## config.mk

```make
export PLATFORM = sky130hd
export DESIGN_NAME = wdtc_watchdog
export DESIGN_NICKNAME = d
export VERILOG_FILES = /design/src/wdtc_watchdog.v
export VERILOG_INCLUDE_DIRS = /design/src
export SDC_FILE = /design/constraint.sdc
export NUM_CORES = 1
export LEC_CHECK = 0
export ABC_CLOCK_PERIOD_IN_PS = 6450
export BUFFER_PORTS_ARGS = -buffer_cell sky130_fd_sc_hd__buf_4
export CORE_UTILIZATION = 46
export CTS_CLUSTER_SIZE = 40
export DETAILED_ROUTE_END_ITERATION = 8
export PLACE_DENSITY = 0.61
export SLEW_MARGIN = 20
export SYNTH_ARGS = -nofsm -noshare
export SYNTH_HDL_FRONTEND = slang
export SYNTH_SLANG_ARGS = --single-unit
```

## constraint.sdc

```tcl
create_clock -name mclk -period 6.45 [get_ports mclk]
set_clock_uncertainty 0.15 [all_clocks]
set_input_delay 1.29 -clock mclk [delete_from_list [all_inputs] [get_ports mclk]]
set_output_delay 1.29 -clock mclk [all_outputs]
set_load 0.01 [all_outputs]
```

## src/wdtc_map.vh

```
// Register map, field positions, reset values and timing counts of the watchdog
`ifndef WDTC_MAP_VH
`define WDTC_MAP_VH
`define WDTC_MODE_ADDR      16'hFF48
`define WDTC_RESTART_ADDR   16'hFF49
`define WDTC_MODE_RESET     8'h67
`define WDTC_MODE_LOW_RESET 5'h07
`define WDTC_RESTART_READ   8'h9A
`define WDTC_RESTART_KEY    8'hAC
`define WDTC_MODE_FIXED     3'h3
`define WDTC_PERIOD_MAX     3'h7
`define WDTC_CLK_LSB        3
`define WDTC_CLK_MSB        4
`define WDTC_STOP_TIME_NS   34000
`define WDTC_CLK_NS         10
`define WDTC_STOP_CYCLES    13'h0D48
`define WDTC_CNT_W          21
`define WDTC_LS_BASE_EXP    11
`define WDTC_SYS_BASE_EXP   13
`endif

```

## src/wdtc_watchdog.v

```verilog
// Watchdog counter with mode and restart registers on the CPU data bus
`timescale 1ns/100ps
`include "wdtc_map.vh"
module wdtc_watchdog (
  input  wire       mclk,
  input  wire       nrst,
  input  wire       opt_nonstop,
  input  wire       low_speed_tick,
  input  wire       sys_tick,
  input  wire       halt_mode,
  input  wire       stop_mode,
  input  wire       osc_stable,
  input  wire       xtal_osc,
  input  wire [15:0] bus_addr,
  input  wire [7:0]  bus_wdata,
  input  wire       bus_wr,
  input  wire       bus_bit_op,
  input  wire       bus_rd,
  output reg  [7:0] bus_rdata,
  output reg        wdt_reset_req
);

// ----------------------------------------------------------------------
// Input synchronisers
// ----------------------------------------------------------------------
// Every pin here comes from another domain, so two flops come first
reg [6:0] s1;
reg [6:0] s2;
always @(posedge mclk) begin
  if (!nrst) begin
    s1 <= 7'h00;
    s2 <= 7'h00;
  end else begin
    s1 <= {opt_nonstop, low_speed_tick, sys_tick, halt_mode, stop_mode, osc_stable, xtal_osc};
    s2 <= s1;
  end
end
wire nonstop  = s2[6];
wire ls_lvl   = s2[5];
wire sys_lvl  = s2[4];
wire halt_s   = s2[3];
wire stop_s   = s2[2];
wire stable_s = s2[1];
wire xtal_s   = s2[0];

// Delayed copies reset low, the idle level of both ticks, so no false edge
wire [1:0] tick_lvl = {sys_lvl, ls_lvl};
wire [1:0] tick_edge;
genvar g;
generate
  for (g = 0; g < 2; g = g + 1) begin : g_edge
    reg lvl_d;
    always @(posedge mclk) begin
      if (!nrst) begin
        lvl_d <= 1'b0;
      end else begin
        lvl_d <= tick_lvl[g];
      end
    end
    assign tick_edge[g] = tick_lvl[g] & ~lvl_d;
  end
endgenerate
wire ls_en  = tick_edge[0];
wire sys_en = tick_edge[1];

// ----------------------------------------------------------------------
// Registers and access checks
// ----------------------------------------------------------------------
// Bits 7..5 are hard-wired, so only the five writable bits are stored
reg  [4:0] watchdog_mode_register;
reg        mode_written;
reg        wdt_disabled;

function wdtc_hit;
  input [15:0] addr;
  input [15:0] target;
  begin
    wdtc_hit = (addr == target);
  end
endfunction

wire mode_wr    = bus_wr & wdtc_hit(bus_addr, `WDTC_MODE_ADDR) & ~bus_bit_op;
wire mode_bitop = bus_wr & wdtc_hit(bus_addr, `WDTC_MODE_ADDR) & bus_bit_op;
wire rst_wr     = bus_wr & wdtc_hit(bus_addr, `WDTC_RESTART_ADDR);
wire rst_good   = rst_wr & ~bus_bit_op & (bus_wdata == `WDTC_RESTART_KEY);
wire period_sel_bit0 = watchdog_mode_register[0];
wire period_sel_bit1 = watchdog_mode_register[1];
wire period_sel_bit2 = watchdog_mode_register[2];
wire clock_sel_low   = watchdog_mode_register[`WDTC_CLK_LSB];
wire clock_sel_high  = watchdog_mode_register[`WDTC_CLK_MSB];

// Illegal accesses only count while the watchdog has not been stopped at first write
wire illegal = ~wdt_disabled & (((mode_wr | mode_bitop) & mode_written)
                              | (rst_wr & ~rst_good));

always @(posedge mclk) begin
  if (!nrst) begin
    watchdog_mode_register <= `WDTC_MODE_LOW_RESET;
    mode_written           <= 1'b0;
    wdt_disabled           <= 1'b0;
  end else if (mode_wr & ~mode_written) begin
    mode_written <= 1'b1;
    watchdog_mode_register[2:0] <= bus_wdata[2:0];
    if (nonstop) begin
      watchdog_mode_register[4:3] <= 2'b00;
    end else begin
      watchdog_mode_register[4:3] <= bus_wdata[4:3];
      wdt_disabled <= bus_wdata[`WDTC_CLK_MSB];
    end
  end
end

// ----------------------------------------------------------------------
// Read path
// ----------------------------------------------------------------------
// Read data stands one cycle only and is zero otherwise
always @(posedge mclk) begin
  if (!nrst) begin
    bus_rdata <= 8'h00;
  end else if (bus_rd && wdtc_hit(bus_addr, `WDTC_MODE_ADDR)) begin
    bus_rdata <= {`WDTC_MODE_FIXED, watchdog_mode_register};
  end else if (bus_rd && wdtc_hit(bus_addr, `WDTC_RESTART_ADDR)) begin
    bus_rdata <= `WDTC_RESTART_READ;
  end else begin
    bus_rdata <= 8'h00;
  end
end

// ----------------------------------------------------------------------
// Post-STOP pause
// ----------------------------------------------------------------------
reg        stop_d;
reg [12:0] pause_cnt;
reg        wait_osc;
wire       use_sys = ~nonstop & ~clock_sel_high & clock_sel_low;
// Counts as paused already in the cycle the release is seen, so no tick slips in
wire       stop_fall = stop_d & ~stop_s & ~nonstop;
// Ticks that land in the pause are dropped, not queued
always @(posedge mclk) begin
  if (!nrst) begin
    stop_d    <= 1'b0;
    pause_cnt <= 13'h0000;
    wait_osc  <= 1'b0;
  end else begin
    stop_d <= stop_s;
    if (stop_fall) begin
      pause_cnt <= `WDTC_STOP_CYCLES;
      wait_osc  <= use_sys & xtal_s;
    end else if (pause_cnt != 13'h0000) begin
      pause_cnt <= pause_cnt - 13'h0001;
    end else if (wait_osc & stable_s) begin
      wait_osc <= 1'b0;
    end
  end
end
wire paused = (pause_cnt != 13'h0000) | wait_osc | stop_fall;

// ----------------------------------------------------------------------
// Counter and overflow
// ----------------------------------------------------------------------
// Highest count before the wrap; one more tick overflows
function [20:0] wdtc_limit;
  input [2:0] sel;
  input       sys;
  begin
    wdtc_limit = (21'h00_0001 << (sel + (sys ? `WDTC_SYS_BASE_EXP : `WDTC_LS_BASE_EXP)))
                 - 21'h00_0001;
  end
endfunction

reg  [20:0] count;
reg  [20:0] next_count;
reg         next_req;
// Non-stoppable mode ignores HALT/STOP; stoppable holds count there
wire sleep = ~nonstop & (halt_s | stop_s | paused);
wire tick  = use_sys ? sys_en : ls_en;
wire run   = (nonstop | ~clock_sel_high) & ~sleep & tick;
wire [20:0] limit = wdtc_limit({period_sel_bit2, period_sel_bit1, period_sel_bit0}, use_sys);

wire clear = mode_wr | rst_good;
wire wrap  = run & (count == limit);

// A restart on the overflow tick wins: software met its deadline in time
always @* begin
  next_count = count;
  next_req   = illegal;
  if (clear) begin
    next_count = 21'h00_0000;
  end else if (wrap) begin
    next_count = 21'h00_0000;
    next_req   = 1'b1;
  end else if (run) begin
    next_count = count + 21'h00_0001;
  end
end

always @(posedge mclk) begin
  if (!nrst) begin
    count         <= 21'h00_0000;
    wdt_reset_req <= 1'b0;
  end else begin
    count         <= next_count;
    wdt_reset_req <= next_req;
  end
end

endmodule
```

==> metrics.md <==
| Metric | Value |
|---|---|
| First-pass detailed-route iteration total | 4 |
| Slew @ Worst Pin | 0.861 ns |
| Total Wirelength | 8950 um |
| Core Box Area | 8180 um2 |
| Fin Setup TNS | 0 ns |
| RSZ-0062 raised after global routing | no |
| NumNets Final | 527 |
| Mapped Nets | 493 |
| Std cell rows | 33 |
| Design Power | 1.07 mW |
| CP Capture Type | flip-flop |
| Worst setup path class | flip-flop to flip-flop |
| I/O pin cnt | 45 |
| Resized cells post-CTS | 0 |
| Clock-pin slew on the worst setup and hold paths | 0.08 ns |
| Critical Path RT | 6.54 ns |
| Pre-CTS WS | 1.17 ns |
| Cells after Synth | 452 |
| Top post-synthesis cells by count | 67 x dfxtp_1, 56 x nor2_1, 36 x nand2_1, 26 x xor2_1, 23 x xnor2_1 |
| Final WS setup | 1.16 ns |
| Int Power | 0.770 mW |
| Sequential share of the synthesized area | 34.8% |
| Post-synth top flop | dfxtp_1 |
| Clk buf depth | 2 |
| Comb power frac | 19.3% |
| Power Density | 242 nW/um2 |
| Main area contributors after synthesis | dfxtp_1 35%, xor2_1 5.9%, nor2_1 5.4%, xnor2_1 5.2%, and2_1 3.6% |
| F_max | 189 MHz |
| Routed len/inst | 15.0 um |
| H-Tree Depth | 3 |
| Clock sink total | 67 |
| Ys Warns | 0 |
| Antenna violations before repair | 0 |
| Min-Delay Path Class | flip-flop to flip-flop |
| Count of final setup violators | 0 |
| Clock tree root driver cell | clkbuf_8 |
| Worst skew pair latency | 0.35 ns |
| Vias in the first global route | 3136 |
| Layout cell share with drive strength beyond 1 | 16.7% |
| Most common cell in the synthesized netlist | dfxtp_1 |
| Overall Global Routing Usage | 22.6% |
| Die area | 8760 um2 |
| Post-CTS setup buffers | 0 |
| Detailed-route via count | 3282 |
| Largest net degree at the start of global routing | 37 |
| Die X | 93.6 um |
| Clock buffer count from CTS | 9 |
| Switching share of power | 28.2% |
| Initial DRC count | 212 |
| Vias per std cell | 5.51 |
| Fill count | 801 |
| P&R area growth vs syn | 14.7% |
| Top cell type's share of synthesized area | 34.8% |
| Period utilization | 82.0% |
| CP Launch Type | flip-flop |
| Avg Cell Area, Syn | 8.54 um2 |
| Hold_buf cts | 0 |
| Net Sw Power | 0.302 mW |
| Sequential power share | 43.7% |
| Diodes inserted | 0 |
| FFs w/ async S/R, synth | 0% |
| Gpl congestion | 0.972 |
| DP HPWL | 6760 um |
| Hold slack | 0.290 ns |
| Die Y | 93.6 um |
| Antenna-violating nets left | 0 |
| Post-synthesis register bit count | 67 |
| Clock share of power | 37.0% |
| Slew Limit Fails | 0 |
| # port buffers | 44 |
| Synth area leader | dfxtp_1 |
| Initial core utilization | 47.2% |
| Total gr overflow | 0 |
| P_leak | 1.63 nW |
| Final hold viol count | 0 |
| Critical Path AT | 5.38 ns |
| Synthesized cell area | 3860 um2 |
| Max Cap Viol | 0 |
| Worst IR Drop VDD | 167 uV |
| Drc violations | 0 |
| Status | finished, final reports clean |
| CTS tree | yes |
| Netlist cell types | 71 |
| Final min period | 5.29 ns |
| Number of synthesized flops with an enable pin | 0 |
| Slew HR | 42.1% |
| Crit path max fanout | 21 |
| Global-route wire length before repair | 15300 um |
## state kept, by name, summed over array words and instances (netlist names)
name                    cells
mode_written                1
pause_cnt                  13
wdt_reset_req               1
s1                          7
count                      21
watchdog_mode_register      5
bus_rdata                   7
wdt_disabled                1
s2                          7
stop_d                      1
g_edge.lvl_d                2
wait_osc                    1
## cell families (layout without fill, tap and decap cells)
logic type	count (synthesis)	after routing	share of synthesized area, %
xor+xnor	51	51	12.0
fa+ha+maj	5	5	1.82
mux	5	5	1.30
buf+inv	31	70	4.25
compound gates	86	86	17.3
simple gates	207	207	28.6
flops	67	67	34.8
## routing by layer
metal | track usage, % | routed length [um] | up-vias | share of wire (%)
li1 | - | - | 1665 | -
met5 | 0 | 0 | - | 0
met2 | 36.1 | 4180 | 63 | 47
met1 | 29.5 | 4210 | 1540 | 47
met4 | 9.23 | 205 | 0 | 2.3
met3 | 4.80 | 349 | 14 | 3.9
## final cells by class
type	count	area, um2	area share (%)
timing repair buffer	45	338	7.63
clock inverter	7	98.8	2.23
inverter	9	38.8	0.876
multi-input combinational	354	2350	53.2
tap	105	131	2.97
clock buffer	9	124	2.80
sequential	67	1340	30.3
## critical path: stages, from the launching register on
cell and delay, ns:
dfxtp_1 0.46, or3b_1 0.42, inv_6 0.13, o21ai_0 0.34
fa_1 0.59, or2_2 0.42, or3_1 0.43, ha_1 0.32
xnor2_1 0.14, a311o_1 0.34, nor3_2 0.21, o2111ai_1 0.13
or4b_1 0.53, o41ai_4 0.21, buf_4 0.28, nor2_1 0.08
## path summary, 6_finish.rpt
path / endpoint / cells past startpoint / from / slack [ns]
worst min register to register: s2[3] / 1 / s1[3] / 0.29
worst max-delay path: count[20] / 15 / s2[6] / 1.16
worst max register to register: count[20] / 15 / s2[6] / 1.16
worst min-delay path: s2[3] / 1 / s1[3] / 0.29
## cell usage in the layout (no fill, tap or decap), types with 9 or more instances in the layout
| cell type | synthesis | layout |
|---|---|---|
| nor2b_1 | 9 | 9 |
| nand4_1 | 9 | 9 |
| and2_1 | 22 | 22 |
| nand3_1 | 15 | 15 |
| dfxtp_1 | 67 | 67 |
| nor3_1 | 14 | 14 |
| o21a_1 | 9 | 9 |
| clkbuf_8 | 0 | 9 |
| a21oi_1 | 13 | 13 |
| nor2_1 | 56 | 56 |
| nand2_1 | 36 | 36 |
| o21ai_0 | 11 | 11 |
| xnor2_1 | 23 | 23 |
| xor2_1 | 26 | 26 |
| buf_4 | 1 | 45 |
## power groups by stage
stage | Clock [mW] | Combinational, mW | Sequential, mW
2_1_floorplan | 0 | 0.165 | 0.473
3_3_place_gp | 0 | 0.206 | 0.478
3_5_place_dp | 0 | 0.208 | 0.478
4_1_cts | 0.406 | 0.211 | 0.468
5_1_grt | 0.429 | 0.232 | 0.472
6_report | 0.397 | 0.207 | 0.468
## stage by stage
step           util, %  instance area (um2)  std cells
2_1_floorplan        -                 3860        452
5_1_grt           54.1                 4430        596
3_5_place_dp      51.4                 4200        580
3_3_place_gp      51.4                 4200        580
4_1_cts           54.1                 4430        596
6_report          54.1                 4430        596
(Power assumes the default switching activity.)
